### src/shared/bls_consts.svh
// Offsets, field positions, limits and codes of the load/store unit.
`ifndef BLS_CONSTS_SVH
`define BLS_CONSTS_SVH

// ==========================================================
// Register indices on the plain register port.
`define REG_BASE 4'h0
`define REG_CMD 4'h1
`define REG_ACC1 4'h2
`define REG_ACC2 4'h3
`define REG_STATUS 4'h4
`define REG_CONFIG 4'h5
`define REG_INT_STACK 4'h6

// ==========================================================
// Command word fields.
`define CMD_OP_MSB 19
`define CMD_OP_LSB 16
`define CMD_CONST_MSB 15

// Status word bit positions.
`define ST_BUSY 0
`define ST_CC_LOW 1
`define ST_CC_HIGH 2
`define ST_TERR 3
`define ST_STOP 4

// Config word fields.
`define CFG_HANDLER 8

// ==========================================================
// Address limits, inclusive.
`define LOCAL_TOP 20'heffff
`define GLOBAL_LOW 20'hf0000
`define GLOBAL_TOP_BYTE 20'hfffff
`define GLOBAL_TOP_WORD 20'hffffe
`define GLOBAL_TOP_DWORD 20'hffffc

// ==========================================================
// Codes and reset values.
`define WORDORG_ERR_ID 32'h0000_1a01
`define TERR_STACK_CODE 16'h0020
`define BASE_RESET 20'h00000

`endif

### src/shared/bls_pkg.sv
// Types shared by the load/store unit files.
package bls_pkg;

  // Operations of the unit, as carried in the command word.
  typedef enum logic [3:0] {
    local_load_word = 4'h0,
    local_load_dword = 4'h1,
    local_store_word = 4'h2,
    local_store_dword = 4'h3,
    global_test_and_set = 4'h4,
    byteorg_load_byte = 4'h5,
    byteorg_load_word = 4'h6,
    byteorg_load_dword = 4'h7,
    byteorg_store_byte = 4'h8,
    byteorg_store_word = 4'h9,
    byteorg_store_dword = 4'ha,
    wordorg_load_word = 4'hb,
    wordorg_load_dword = 4'hc,
    wordorg_store_word = 4'hd,
    wordorg_store_dword = 4'he
  } op_e;

  // Access width on the memory port.
  typedef enum logic [1:0] {
    sz_byte = 2'h0,
    sz_word = 2'h1,
    sz_dword = 2'h2
  } size_e;

  // Sequencer states.
  typedef enum logic [3:0] {
    st_idle = 4'b0001,
    st_access = 4'b0010,
    st_tas_wr = 4'b0100,
    st_stop = 4'b1000
  } seq_state_e;

endpackage

### src/hw/based_load_store_unit.sv
// Base-relative load/store and test-and-set execution unit.
//
// The register addresses and strobed register access were decided locally.
`timescale 1ns/1ps
`include "bls_consts.svh"

// What this block does
// Target address is base register plus signed 16-bit operation constant.
// Base register is 20 bits, usable without touching the accumulators.
// Constant is sign-extended and added in 20 bits before range checks.
// Local loads fill accumulator one, old value moves to accumulator two.
// Local address above top of local area raises transfer error, handler.
// Without handler, unit stops and records error code in interrupt stack.
// Test-and-set writes own slot id into low byte if it reads zero.
// Test-and-set read and write are one locked, uninterruptible sequence.
// Condition codes: 00 claimed, 10 already own, 01 other owner.
// Test-and-set accepts only global area addresses, else transfer error.
// Other processors claim shared areas only through test-and-set.
// Holder releases a shared area by writing zero to its location.
// Byte-organized loads zero unused upper bits, old acc one to acc two.
// Byte-organized stores write lowest byte, low half or whole acc one.
// Byte-organized top limit depends on size; outside raises error.
// Word-organized loads zero upper half for words, copy old acc one.
// Word-organized range starts at global base with size-based top.
// Word-organized range error puts error id into accumulator one.
module based_load_store_unit
  import bls_pkg::*;
(
  input wire logic core_clk,
  input wire logic rst_b,
  input wire logic [3:0] reg_addr,
  input wire logic [31:0] reg_wdata,
  input wire logic reg_wr,
  input wire logic reg_rd,
  output logic [31:0] reg_rdata,
  output logic mem_req,
  output logic mem_we,
  output logic [1:0] mem_size,
  output logic [19:0] mem_addr,
  output logic [31:0] mem_wdata,
  output logic mem_lock,
  input wire logic mem_ack,
  input wire logic [31:0] mem_rdata,
  output logic handler_call,
  output logic stop_state,
  output logic cond_code_high,
  output logic cond_code_low
);

  // ==========================================================
  // State and storage.
  seq_state_e state_ff;
  op_e op_ff;
  logic [19:0] base_address_reg_ff;
  logic [31:0] acc_one_ff;
  logic [31:0] acc_two_ff;
  logic [7:0] slot_id_ff;
  logic handler_loaded_ff;
  logic [15:0] interrupt_stack_ff;
  logic transfer_error_ff;
  logic cc_high_ff;
  logic cc_low_ff;
  logic handler_call_ff;
  logic req_ff;
  logic we_ff;
  logic lock_ff;
  logic [1:0] size_ff;
  logic [19:0] addr_ff;
  logic [31:0] wdata_ff;
  logic [31:0] rdata_ff;

  logic [19:0] eff_addr;
  logic range_err;
  op_e cmd_op;
  logic start;
  logic done_ack;
  logic err_start;
  logic is_load;
  logic is_wordorg;
  logic [1:0] nxt_size;
  logic [31:0] nxt_store;
  logic [31:0] nxt_load;
  logic tas_free;
  logic tas_own;

  assign cmd_op = op_e'(reg_wdata[`CMD_OP_MSB:`CMD_OP_LSB]);
  // A command is refused while an access is in flight or stopped.
  assign start = reg_wr && (reg_addr == `REG_CMD) && state_ff[0];
  assign err_start = start && range_err;
  assign done_ack = state_ff[1] && mem_ack;

  // address from base plus operation constant.
  bls_addr_check u_addr (
    .base_addr(base_address_reg_ff),
    .offset(reg_wdata[`CMD_CONST_MSB:0]),
    .op(reg_wdata[`CMD_OP_MSB:`CMD_OP_LSB]),
    .eff_addr(eff_addr),
    .range_err(range_err)
  );

  // ==========================================================
  // Operation decode for the incoming command.
  always_comb begin
    nxt_size = sz_dword;
    nxt_store = acc_one_ff;
    unique case (cmd_op)
      local_load_word, local_store_word, byteorg_load_word,
      byteorg_store_word, wordorg_load_word, wordorg_store_word,
      global_test_and_set: begin
        nxt_size = sz_word;
        nxt_store = {16'h0000, acc_one_ff[15:0]};
      end
      byteorg_load_byte, byteorg_store_byte: begin
        nxt_size = sz_byte;
        nxt_store = {24'h000000, acc_one_ff[7:0]};
      end
      default: begin
        nxt_size = sz_dword;
        nxt_store = acc_one_ff;
      end
    endcase
  end

  assign is_wordorg = (cmd_op == wordorg_load_word) ||
                      (cmd_op == wordorg_load_dword) ||
                      (cmd_op == wordorg_store_word) ||
                      (cmd_op == wordorg_store_dword);
  assign is_load = (op_ff == local_load_word) ||
                   (op_ff == local_load_dword) ||
                   (op_ff == byteorg_load_byte) ||
                   (op_ff == byteorg_load_word) ||
                   (op_ff == byteorg_load_dword) ||
                   (op_ff == wordorg_load_word) ||
                   (op_ff == wordorg_load_dword);
  assign tas_free = (mem_rdata[7:0] == 8'h00);
  assign tas_own = (mem_rdata[7:0] == slot_id_ff);

  // Load data shaping per operation.
  always_comb begin
    nxt_load = mem_rdata;
    unique case (op_ff)
      // word load keeps the high half.
      local_load_word: nxt_load = {acc_one_ff[31:16], mem_rdata[15:0]};
      // byte load zeroes upper bits.
      byteorg_load_byte: nxt_load = {24'h000000, mem_rdata[7:0]};
      // word loads zero the high half.
      byteorg_load_word, wordorg_load_word: begin
        nxt_load = {16'h0000, mem_rdata[15:0]};
      end
      default: nxt_load = mem_rdata;
    endcase
  end

  // ==========================================================
  // Sequencer. Stop is left only by a software restart.
  always_ff @(posedge core_clk or negedge rst_b) begin
    if (!rst_b) begin
      state_ff <= st_idle;
      op_ff <= local_load_word;
    end else begin
      unique case (state_ff)
        st_idle: begin
          if (start) begin
            op_ff <= cmd_op;
            // no handler means stop.
            if (range_err && !handler_loaded_ff) begin
              state_ff <= st_stop;
            end else if (!range_err) begin
              state_ff <= st_access;
            end
          end
        end
        st_access: begin
          if (mem_ack) begin
            // free location gets claimed.
            if (op_ff == global_test_and_set && tas_free) begin
              state_ff <= st_tas_wr;
            end else begin
              state_ff <= st_idle;
            end
          end
        end
        st_tas_wr: begin
          if (mem_ack) begin
            state_ff <= st_idle;
          end
        end
        st_stop: begin
          if (reg_wr && reg_addr == `REG_STATUS && reg_wdata[`ST_STOP]) begin
            state_ff <= st_idle;
          end
        end
        default: begin
          state_ff <= st_idle;
        end
      endcase
    end
  end

  // ==========================================================
  // Memory port. Request holds until acknowledged.
  always_ff @(posedge core_clk or negedge rst_b) begin
    if (!rst_b) begin
      req_ff <= 1'b0;
      we_ff <= 1'b0;
      lock_ff <= 1'b0;
      size_ff <= sz_byte;
      addr_ff <= 20'h00000;
      wdata_ff <= 32'h0000_0000;
    end else if (start && !range_err) begin
      req_ff <= 1'b1;
      // store data from accumulator one.
      we_ff <= (cmd_op == local_store_word) ||
               (cmd_op == local_store_dword) ||
               (cmd_op == byteorg_store_byte) ||
               (cmd_op == byteorg_store_word) ||
               (cmd_op == byteorg_store_dword) ||
               (cmd_op == wordorg_store_word) ||
               (cmd_op == wordorg_store_dword);
      // bus locked from the test read on.
      lock_ff <= (cmd_op == global_test_and_set);
      size_ff <= nxt_size;
      addr_ff <= eff_addr;
      wdata_ff <= nxt_store;
    end else if (done_ack && op_ff == global_test_and_set && tas_free) begin
      // write own slot id, keep high byte.
      we_ff <= 1'b1;
      wdata_ff <= {16'h0000, mem_rdata[15:8], slot_id_ff};
    end else if (mem_ack) begin
      req_ff <= 1'b0;
      we_ff <= 1'b0;
      lock_ff <= 1'b0;
    end
  end

  // ==========================================================
  // Accumulators. Unit updates win over a same-cycle bus write.
  always_ff @(posedge core_clk or negedge rst_b) begin
    if (!rst_b) begin
      acc_one_ff <= 32'h0000_0000;
      acc_two_ff <= 32'h0000_0000;
    end else if (err_start && is_wordorg) begin
      // error id for the handler.
      acc_one_ff <= `WORDORG_ERR_ID;
    end else if (done_ack && is_load) begin
      // old accumulator one moves down.
      acc_two_ff <= acc_one_ff;
      acc_one_ff <= nxt_load;
    end else if (reg_wr && reg_addr == `REG_ACC1) begin
      acc_one_ff <= reg_wdata;
    end else if (reg_wr && reg_addr == `REG_ACC2) begin
      acc_two_ff <= reg_wdata;
    end
  end

  // ==========================================================
  // Base register and configuration.
  always_ff @(posedge core_clk or negedge rst_b) begin
    if (!rst_b) begin
      base_address_reg_ff <= `BASE_RESET;
      slot_id_ff <= 8'h00;
      handler_loaded_ff <= 1'b0;
    end else if (reg_wr) begin
      // full 20-bit base, no accumulator involved.
      if (reg_addr == `REG_BASE) begin
        base_address_reg_ff <= reg_wdata[19:0];
      end
      if (reg_addr == `REG_CONFIG) begin
        slot_id_ff <= reg_wdata[7:0];
        handler_loaded_ff <= reg_wdata[`CFG_HANDLER];
      end
    end
  end

  // ==========================================================
  // Error flag, handler call, interrupt stack and condition codes.
  // The sticky error flag is set in preference to a software clear.
  always_ff @(posedge core_clk or negedge rst_b) begin
    if (!rst_b) begin
      transfer_error_ff <= 1'b0;
      handler_call_ff <= 1'b0;
      interrupt_stack_ff <= 16'h0000;
    end else begin
      // range error raises the handler.
      handler_call_ff <= err_start && handler_loaded_ff;
      if (err_start) begin
        transfer_error_ff <= 1'b1;
      end else if (reg_wr && reg_addr == `REG_STATUS &&
                   reg_wdata[`ST_TERR]) begin
        transfer_error_ff <= 1'b0;
      end
      // error code stacked on stop.
      if (err_start && !handler_loaded_ff) begin
        interrupt_stack_ff <= `TERR_STACK_CODE;
      end
    end
  end

  always_ff @(posedge core_clk or negedge rst_b) begin
    if (!rst_b) begin
      cc_high_ff <= 1'b0;
      cc_low_ff <= 1'b0;
    end else if (done_ack && op_ff == global_test_and_set) begin
      // result of the test.
      cc_high_ff <= !tas_free && tas_own;
      cc_low_ff <= !tas_free && !tas_own;
    end
  end

  // ==========================================================
  // Register read port, data one cycle after the strobe.
  always_ff @(posedge core_clk or negedge rst_b) begin
    if (!rst_b) begin
      rdata_ff <= 32'h0000_0000;
    end else if (reg_rd) begin
      unique case (reg_addr)
        `REG_BASE: rdata_ff <= {12'h000, base_address_reg_ff};
        `REG_ACC1: rdata_ff <= acc_one_ff;
        `REG_ACC2: rdata_ff <= acc_two_ff;
        `REG_STATUS: rdata_ff <= {27'h0, state_ff[3],
          transfer_error_ff, cc_high_ff, cc_low_ff, !state_ff[0]};
        `REG_CONFIG: rdata_ff <= {23'h0, handler_loaded_ff,
          slot_id_ff};
        `REG_INT_STACK: rdata_ff <= {16'h0000, interrupt_stack_ff};
        default: rdata_ff <= 32'h0000_0000;
      endcase
    end else begin
      rdata_ff <= 32'h0000_0000;
    end
  end

  assign reg_rdata = rdata_ff;
  assign mem_req = req_ff;
  assign mem_we = we_ff;
  assign mem_size = size_ff;
  assign mem_addr = addr_ff;
  assign mem_wdata = wdata_ff;
  assign mem_lock = lock_ff;
  assign handler_call = handler_call_ff;
  assign stop_state = state_ff[3];
  assign cond_code_high = cc_high_ff;
  assign cond_code_low = cc_low_ff;

  // ==========================================================
  // Checks.
  a_addr_sum: assert property (@(posedge core_clk) disable iff (!rst_b)
    start && !range_err |=> mem_addr == $past(base_address_reg_ff) +
      {{4{$past(reg_wdata[15])}}, $past(reg_wdata[15:0])})
    else $error("Effective address is not base plus constant.");
  a_lock_held: assert property (@(posedge core_clk) disable iff (!rst_b)
    state_ff == st_tas_wr |-> mem_lock && mem_req && mem_we)
    else $error("Test-and-set write left the bus unlocked.");
  a_slot_write: assert property (@(posedge core_clk) disable iff (!rst_b)
    done_ack && op_ff == global_test_and_set && tas_free
    |=> mem_wdata[7:0] == slot_id_ff ##1 1'b1)
    else $error("Claimed location does not get own slot id.");
  a_cc_other: assert property (@(posedge core_clk) disable iff (!rst_b)
    done_ack && op_ff == global_test_and_set && !tas_free && !tas_own
    |=> !cond_code_high && cond_code_low)
    else $error("Foreign owner not reported in condition codes.");
  a_stop_stack: assert property (@(posedge core_clk) disable iff (!rst_b)
    err_start && !handler_loaded_ff
    |=> stop_state && interrupt_stack_ff == `TERR_STACK_CODE)
    else $error("Unhandled transfer error did not stop the unit.");
  a_local_top: assert property (@(posedge core_clk) disable iff (!rst_b)
    start && cmd_op == local_load_word && eff_addr > `LOCAL_TOP
    |=> transfer_error_ff && !mem_req)
    else $error("Local access above local top was not refused.");
  a_err_id: assert property (@(posedge core_clk) disable iff (!rst_b)
    err_start && is_wordorg |=> acc_one_ff == `WORDORG_ERR_ID)
    else $error("Word-organized range error left no error id.");
  a_acc_copy: assert property (@(posedge core_clk) disable iff (!rst_b)
    done_ack && is_load |=> acc_two_ff == $past(acc_one_ff))
    else $error("Load did not move accumulator one down.");
  a_byte_zero: assert property (@(posedge core_clk) disable iff (!rst_b)
    done_ack && op_ff == byteorg_load_byte
    |=> acc_one_ff[31:8] == 24'h000000)
    else $error("Byte load left upper accumulator bits set.");

endmodule

### src/hw/bls_addr_check.sv
// Effective address adder and per-operation range check.
`timescale 1ns/1ps
`include "bls_consts.svh"

module bls_addr_check
  import bls_pkg::*;
(
  input wire logic [19:0] base_addr,
  input wire logic [15:0] offset,
  input wire logic [3:0] op,
  output logic [19:0] eff_addr,
  output logic range_err
);

  // ==========================================================
  // Address formation.
  // sign extend, then add.
  // The sum wraps at 20 bits, so a negative result lands high.
  always_comb begin
    eff_addr = base_addr + {{4{offset[15]}}, offset};
  end

  // ==========================================================
  // Range check, done on the wrapped 20-bit sum.
  always_comb begin
    range_err = 1'b1;
    unique case (op_e'(op))
      // local area limit.
      local_load_word, local_load_dword,
      local_store_word, local_store_dword: begin
        range_err = eff_addr > `LOCAL_TOP;
      end
      // global area for test-and-set, byte and word-organized word ops.
      global_test_and_set, byteorg_load_byte, byteorg_store_byte,
      wordorg_load_word, wordorg_store_word: begin
        range_err = eff_addr < `GLOBAL_LOW;
      end
      // word limit by size.
      byteorg_load_word, byteorg_store_word: begin
        range_err = (eff_addr < `GLOBAL_LOW) ||
                    (eff_addr > `GLOBAL_TOP_WORD);
      end
      byteorg_load_dword, byteorg_store_dword: begin
        range_err = (eff_addr < `GLOBAL_LOW) ||
                    (eff_addr > `GLOBAL_TOP_DWORD);
      end
      // word-organized double limit.
      wordorg_load_dword, wordorg_store_dword: begin
        range_err = (eff_addr < `GLOBAL_LOW) ||
                    (eff_addr > `GLOBAL_TOP_WORD);
      end
      default: begin
        range_err = 1'b1;
      end
    endcase
  end

endmodule

### config.mk
export PLATFORM = sky130hd
export DESIGN_NAME = based_load_store_unit
export DESIGN_NICKNAME = d
export VERILOG_FILES = /design/src/shared/bls_pkg.sv /design/src/hw/based_load_store_unit.sv /design/src/hw/bls_addr_check.sv
export VERILOG_INCLUDE_DIRS = /design/src /design/src/shared
export SDC_FILE = /design/constraint.sdc
export NUM_CORES = 1
export LEC_CHECK = 0
export ABC_AREA = 1
export BUFFER_PORTS_ARGS = -buffer_cell sky130_fd_sc_hd__buf_2
export CORE_MARGIN = 2
export CORE_UTILIZATION = 53
export CTS_BUF_LIST = sky130_fd_sc_hd__clkbuf_4 sky130_fd_sc_hd__clkbuf_8 sky130_fd_sc_hd__clkbuf_16
export CTS_CLUSTER_DIAMETER = 80
export CTS_CLUSTER_SIZE = 30
export DETAILED_ROUTE_END_ITERATION = 6
export PLACE_DENSITY_LB_ADDON = 0.2
export SETUP_SLACK_MARGIN = 0.15
export SYNTH_ARGS = -nofsm -noshare
export SYNTH_HDL_FRONTEND = slang
export SYNTH_SLANG_ARGS = --single-unit
### constraint.sdc
create_clock -name core_clk -period 3.6 [get_ports core_clk]
set_clock_uncertainty 0.15 [all_clocks]
set_input_delay 0.72 -clock core_clk [delete_from_list [all_inputs] [get_ports core_clk]]
set_output_delay 0.72 -clock core_clk [all_outputs]
set_load 0.01 [all_outputs]
==> impl_results.md, run 1 <==
- Status: finished, final reports clean
- Crit-path slowest cell: dfrtp_1
- First-pass GRT wire length: 51900 um
- Post-synthesis register bit count: 195
- RR Endpoint: state_ff[1]
- Final Core Density: 66.4%
- Worst hold path class: in -> async
- Met2 wire length: 15000 um
- Root Buffer: clkbuf_16
- Async set-reset flop share out of synthesis: 100%
- Worst path bufs/invs: 2
- Fin. max-slew vios: 0
- Maximum VDD drop: 362 uV
- R2R Setup Slk: 0.34 ns
- Die height: 146 um
- Clk pin slew, worst setup/hold paths: 0.08 ns
- Crit share post-route: 90.5%
- Largest net degree at the start of global routing: 103
- Syn Nets: 1497
- Crit path top cell by count: nand2_1
- Remaining DRCs: 0
- Synth top area share: 45.4%
- Cell Pwr Density: 631 nW/um^2
- Final Hold Vio Count: 0
- Sequential fraction of the synthesis area: 45.6%
- Final Wtd Congestion: 0.948
- DR vias: 10422
- Largest area contributor in the netlist: dfrtp_1
- Num ports: 166
- Slowest stage delay, CP: 0.40 ns
- Worst setup SP type: flip-flop
- Area grow syn2layout: 22.0%
- Core ar.: 19700 um^2
- Initial Util: 54.4%
- CP Class: reg -> reg
- FMAX: 307 MHz
- Finished Cell Area: 13000 um^2
- TritonCTS Buffers: 17
- Synthesized cell area: 10700 um^2
- Fillers: 1735
- Crit path to: state_ff[1]
- Row Count: 51
- Crit path max-delay family: simple AND/OR/NAND/NOR gates
- Crit Reg-Reg Startpoint: base_address_reg_ff[0]
- Port Buffers: 165
- Final setup violation count: 0
- CTS tree: built
- CP Capture Type: flip-flop
- Syn avg cell area: 7.62 um^2
- GR Util All Layers: 30.4%
- Cells after Synth: 1404
- Wire length on met1: 14200 um
- Area occupied by multi-input gates: 5030 um^2
- Worst path depth: 21
- EDFF count, synth: 0
- Largest cells by area after synthesis: dfrtp_1 (45%), nand2_1 (17%), nand3_1 (6.6%)
- Max Used Layer: met4
- Met3 WL: 2380 um
- Static leakage: 7.11 nW
- HPWL after DPL: 23600 um
- WP data required: 3.80 ns
- RSZ-0062 raised after global routing: false
- Grt total ovfl: 0
- Worst-Margin Slew: 0.876 ns
- Clock sink total: 195
- Post-synthesis cell type count: 49
- Most common cell in the netlist: nand2_1
- Clk_lat worst skew: 0.44 ns
- Iter 0 DRT Violations: 913
- Seq. cell area: 4880 um^2
- Synthesis warning total: 0
- Die X: 146 um
- ANT nets after route: 0
- CP arrival: 3.46 ns
- CP Cell Sequence: ha_2, fa_2, buf_4, xor2_2, nand3_2, nor2_1, nand2_1, nor2_2, nand3_1, nor2_1, nand3_1, nand2_1, nand2_1, nand2_2, nand2_2, nand2_4, nand3_4, buf_12, nand2_1, nand2_1, o21bai_1
- Critical Path Start: base_address_reg_ff[0]
- Layout Nets: 1701
- TritonRoute pass-1 iters: 5
- WL/cell: 17.3 um
- CTS max path bufs: 2
- Tmin final: 3.26 ns
- Full die area: 21300 um^2
- R2R cell count: 21
- Synth Flop Type: dfrtp_1
- Slew HR: 41.5%
- Layout cell share with drive strength beyond 1: 22.8%
- Synth top cells by count: nand2_1 (494), dfrtp_1 (194), nand3_1 (140), inv_1 (136), o21ai_0 (81)
- WL final: 32700 um
- Vias in the first global route: 10056
- Initial antenna violation count: 1
- Max Cap Viol: 0
- Vias/cell: 5.52
- H-tree lvl count: 4
- DP Area: 12200 um^2
- Worst-path fanout max: 10
per-layer routing:
layer / GRT usage (%) / vias up
li1: - / 4945
met1: 42.5 / 4943
met2: 48.2 / 466
met3: 5.00 / 68
met4: 11.1 / 0
met5: 0 / -
registers in the layout, summed over array words and instances, names as in the netlist, 2 cells and up:
name / flops
reg_rdata: 32
mem_addr: 20
state_ff: 4
mem_wdata: 32
slot_id_ff: 8
base_address_reg_ff: 20
acc_two_ff: 32
mem_size: 2
acc_one_ff: 32
op_ff: 4
metrics by stage:
stage / setup slack, ns / cells / hold slack (ns) / total power, mW / setup TNS [ns]
2_1_floorplan: 0.301 / 1404 / 0.274 / 5.12 / 0
3_3_place_gp: -0.101 / 1848 / 0.300 / 6.12 / -3.54
3_5_place_dp: -0.173 / 1848 / 0.303 / 6.21 / -9.54
4_1_cts: 0.259 / 1880 / 0.261 / 8.17 / 0
5_1_grt: 0.102 / 1887 / 0.274 / 8.78 / 0
6_report: 0.341 / 1887 / 0.197 / 8.23 / 0
where the power goes:
group / switching (mW) / internal (mW) / total [mW]
clock: 0.936 / 1.01 / 1.95
combinational: 1.71 / 1.16 / 2.86
sequential: 0.533 / 2.89 / 3.42
total: 3.17 / 5.06 / 8.23
kinds of logic after synthesis:
logic type | count (synthesis) | synth area share, %
AND/OR/NAND/NOR | 752 | 29.9
AO/OA/AOI/OAI | 205 | 12.0
multiplexers | 7 | 0.737
XOR/XNOR | 10 | 0.819
adder cells (fa/ha/maj) | 20 | 2.41
flip-flops | 195 | 45.6
buffers and inverters | 215 | 8.47
cell type report:
cell class / count / area share (%)
multi-input combinational: 994 / 38.5
inverter: 158 / 4.57
tap: 265 / 2.54
sequential: 195 / 37.4
clock buffer: 18 / 3.37
antenna: 1 / 0.0192
timing repair buffer: 242 / 12.3
clock inverter: 14 / 1.26
cell usage in the layout, fill, tap and decap left out, types with 3 or more instances in the layout:
master	Yosys	layout
nand2_1	494	491
dfrtp_1	194	194
buf_2	7	164
nand3_1	140	136
inv_1	136	134
o21ai_0	81	81
nor2_1	68	64
buf_4	5	62
a21oi_1	50	49
inv_2	22	23
clkbuf_16	0	21
o211ai_2	19	19
o211ai_1	17	17
ha_1	19	14
nand4_1	13	13
o21ai_1	10	10
buf_12	0	9
a221oi_1	8	8
nor2_2	5	8
nand2_2	5	7
xnor2_1	7	7
mux2_2	7	7
nand3_2	3	6
o21bai_1	6	6
o22ai_1	5	5
a31oi_1	4	4
nand3b_1	4	4
nor4_1	4	4
inv_8	0	4
a21oi_2	2	3
nand2_4	2	3
nor3_1	4	3
ha_4	0	3
inv_6	0	3
worst min path at each step:
| stage | start | endpoint | slack (ns) | depth (start not counted) |
|---|---|---|---|---|
| after floorplan | rst_b | acc_one_ff[0] | 0.27 | 0 |
| after global placement | mem_wdata[25] | mem_wdata[25] | 0.30 | 2 |
| after detailed placement | mem_wdata[16] | mem_wdata[16] | 0.30 | 2 |
| after CTS | rst_b | reg_rdata[2] | 0.26 | 1 |
| after global routing | rst_b | mem_addr[0] | 0.27 | 1 |
| final | rst_b | mem_addr[0] | 0.20 | 1 |
what timing repair did:
item / 4_1_cts / 5_1_grt
endpoints found under the setup margin: 0 / 119
hold buffers: 0 / 0
buffers inserted: 0 / 2
gates resized for setup: 0 / 28
Note: power is estimated with default switching activity, not from simulation.
==> run 2, diff against run 1 <==
Settings changed: ABC_AREA 1 to default.
==> run 2 against run 1 <==
- the flow now finishes with violations (setup timing)
- via count fell by 9.1%
- largest cell class unchanged
- largest power group unchanged
- utilization is 5.8 points higher
- flip-flop and latch count stayed put
==> impl_results.md, run 2 <==
- Remaining DRCs: 0
- WL final: 33100 um
- WL/cell: 20.6 um
- Tmin final: 3.81 ns
- Largest net degree at the start of global routing: 90
- Final Wtd Congestion: 0.917
- GR Util All Layers: 31.8%
- Maximum VDD drop: 353 uV
- DR vias: 9470
- Clk_lat worst skew: 0.44 ns
- Synth Flop Type: dfrtp_1
- Final worst slack: -0.212 ns
- Syn avg cell area: 9.90 um^2
- HPWL after DPL: 21800 um
- WP data required: 3.77 ns
- Synthesis warning total: 0
- EDFF count, synth: 0
- Row Count: 51
- Synth top cells by count: nand2_1 (202), dfrtp_1 (194), nor2_1 (78), mux2_2 (64), mux2i_1 (50)
- Grt total ovfl: 0
- Sequential fraction of the synthesis area: 47.2%
- Layout cell share with drive strength beyond 1: 38.9%
- Largest cells by area after synthesis: dfrtp_1 (47%), nand2_1 (7.3%), mux2_2 (7.0%)
- Clk network pwr share: 26.4%
- Post-synthesis register bit count: 195
- Num ports: 166
- M1 GR Usage: 44.8%
- Worst hold path class: in -> async
- Status: complete, but fails checks
- Synth top area share: 47.0%
- Core ar.: 19300 um^2
- # diodes: 0
- Failing checks: setup timing
- Seq pwr share: 40.6%
- TritonCTS Buffers: 17
- Vias in the first global route: 9168
- Static leakage: 6.81 nW
- Commonest non-fill, non-tap cells in the layout: nand2_1 (201), dfrtp_1 (194), buf_2 (164)
- Iter 0 DRT Violations: 880
- Area grow syn2layout: 34.6%
- Die height: 144 um
- Port Buffers: 165
- Sw frac: 32.4%
- Final setup violation count: 125
- Cell Pwr Density: 518 nW/um^2
- Fillers: 1459
- Worst setup SP type: flip-flop
- Hold-fix buffers at CTS: 0
- Hold Slack: 0.192 ns
- CP Capture Type: flip-flop
- Final cell count without fillers: 1608
- Psw: 2.34 mW
- Die X: 144 um
- Initial Util: 53.6%
- Clock sink total: 195
- Root Buffer: clkbuf_16
- Clk pin slew, worst setup/hold paths: 0.07 ns
- DP Cell Count: 1553
- Largest area contributor in the netlist: dfrtp_1
- Met3 usage: 4.73%
- Cells after Synth: 1044
- RSZ-0062 raised after global routing: true
- Post-synthesis cell type count: 63
- P_int: 4.86 mW
- Most common cell after layout, fill and taps aside: nand2_1
- CTS tree: built
- TritonRoute pass-1 iters: 6
- Final Hold Vio Count: 0
- CTS max path bufs: 2
- H-tree lvl count: 4
- Worst-Margin Slew: 0.910 ns
- GR peak layer: met2
- Full die area: 20600 um^2
- FMAX: 262 MHz
- CP Class: reg -> reg
- Layout Nets: 1424
- Worst-path fanout max: 5
- Fin. max-slew vios: 0
- Most common cell in the netlist: nand2_1
- Async set-reset flop share out of synthesis: 100%
- Max Cap Viol: 0
- CP arrival: 3.98 ns
- Power Total: 7.20 mW
- Syn Nets: 1137
- Vias/cell: 5.89
- Crit share post-route: 106%
- Synthesized cell area: 10300 um^2
- Met2 GRT Util: 50.3%
- R2R cell count: 14
- Slew HR: 39.1%
- Comb pwr share: 33.0%
- Initial antenna violation count: 0
- First-pass GRT wire length: 50300 um
- ANT nets after route: 0
[run 2: cell count changes in the layout (fill, tap and decap cells not counted), sizes merged, moves of 19 or more]
cell    previous run  this run
nor3               4        24
buf              237       329
a22oi              0        37
mux2i              0        50
nand2            501       202
inv              164        17
mux2               7        92
nand3            144         9
o211ai            36         2
o21ai             91        21
and3               0        19
[run 2: logic make-up (layout without fill, tap and decap cells)]
family | count (synthesis) | count (layout) | synth area share, %
adders and majority gates | 20 | 20 | 2.49
and+or+nand+nor | 399 | 399 | 17.4
AOI/OAI and AO/OA | 185 | 185 | 12.5
DFF | 195 | 195 | 47.2
muxes | 142 | 142 | 14.9
xor gates and xnor gates | 24 | 24 | 2.03
buffers and inverters | 79 | 378 | 3.46
[run 2: timing repair]
| item | in CTS | in global routing |
|---|---|---|
| setup endpoints to repair | 127 | 127 |
| resized for setup | 58 | 19 |
| cloned | 4 | 5 |
| buffers inserted | 9 | 6 |
| pin swaps | 4 | 15 |
[run 2: critical path: stages (launching register included)]
cell,delay [ns]
dfrtp_1,0.42
ha_4,0.18
fa_2,0.33
a211o_1,0.30
a211oi_2,0.29
nor3_2,0.09
or4_4,0.49
nand4b_1,0.17
o2111ai_4,0.19
buf_6,0.19
nor3_4,0.24
nor3_4,0.06
buf_12,0.14
clkbuf_16,0.16
mux2_4,0.30
[run 2: path summary, 6_finish.rpt]
| check | endpoint | start | slack, ns |
|---|---|---|---|
| worst max-delay path | mem_addr[14] | base_address_reg_ff[0] | -0.21 |
| worst min-delay path | reg_rdata[28] | rst_b | 0.19 |
| worst max register to register | mem_addr[14] | base_address_reg_ff[0] | -0.21 |
| worst min register to register | acc_two_ff[14] | acc_two_ff[14] | 0.36 |
| max in group asynchronous | mem_addr[10] | rst_b | 2.14 |
| min in group core_clk | acc_two_ff[14] | acc_two_ff[14] | 0.36 |
[run 2: metrics by stage]
step           util, %  setup TNS, ns  cell area (um^2)  setup WS (ns)
3_3_place_gp      65.9         -59.61             12700         -0.527
6_report          72.2         -17.08             13900         -0.212
4_1_cts           71.0         -11.54             13700         -0.161
2_1_floorplan        -         -21.67             10600         -0.250
5_1_grt           72.2         -33.56             13900         -0.337
3_5_place_dp      65.9         -66.37             12700         -0.613
[run 2: power groups by stage]
stage	Sequential, mW	Combinational (mW)	Clock (mW)
3_3_place_gp	2.93	2.16	0
6_report	2.92	2.38	1.90
2_1_floorplan	2.91	1.16	0
5_1_grt	2.98	2.57	2.00
4_1_cts	2.91	2.32	1.91
3_5_place_dp	2.94	2.19	0
[run 2: cell type report]
cell class	count	area, um^2	share of cell area [%]
multi-input cells	770	5600	40.3
flip-flops and latches	195	4880	35.1
repair buffers	333	2460	17.7
clock buffers	22	482	3.46
well taps	265	332	2.38
clock inverters	9	96.3	0.693
inverters	14	52.6	0.378
[run 2: layer usage]
| layer | share of wire (%) | wire (um) |
|---|---|---|
| met3 | 7.0 | 2300 |
| met4 | 3.0 | 987 |
| met1 | 43 | 14300 |
| met2 | 47 | 15500 |
| met5 | 0 | 0 |
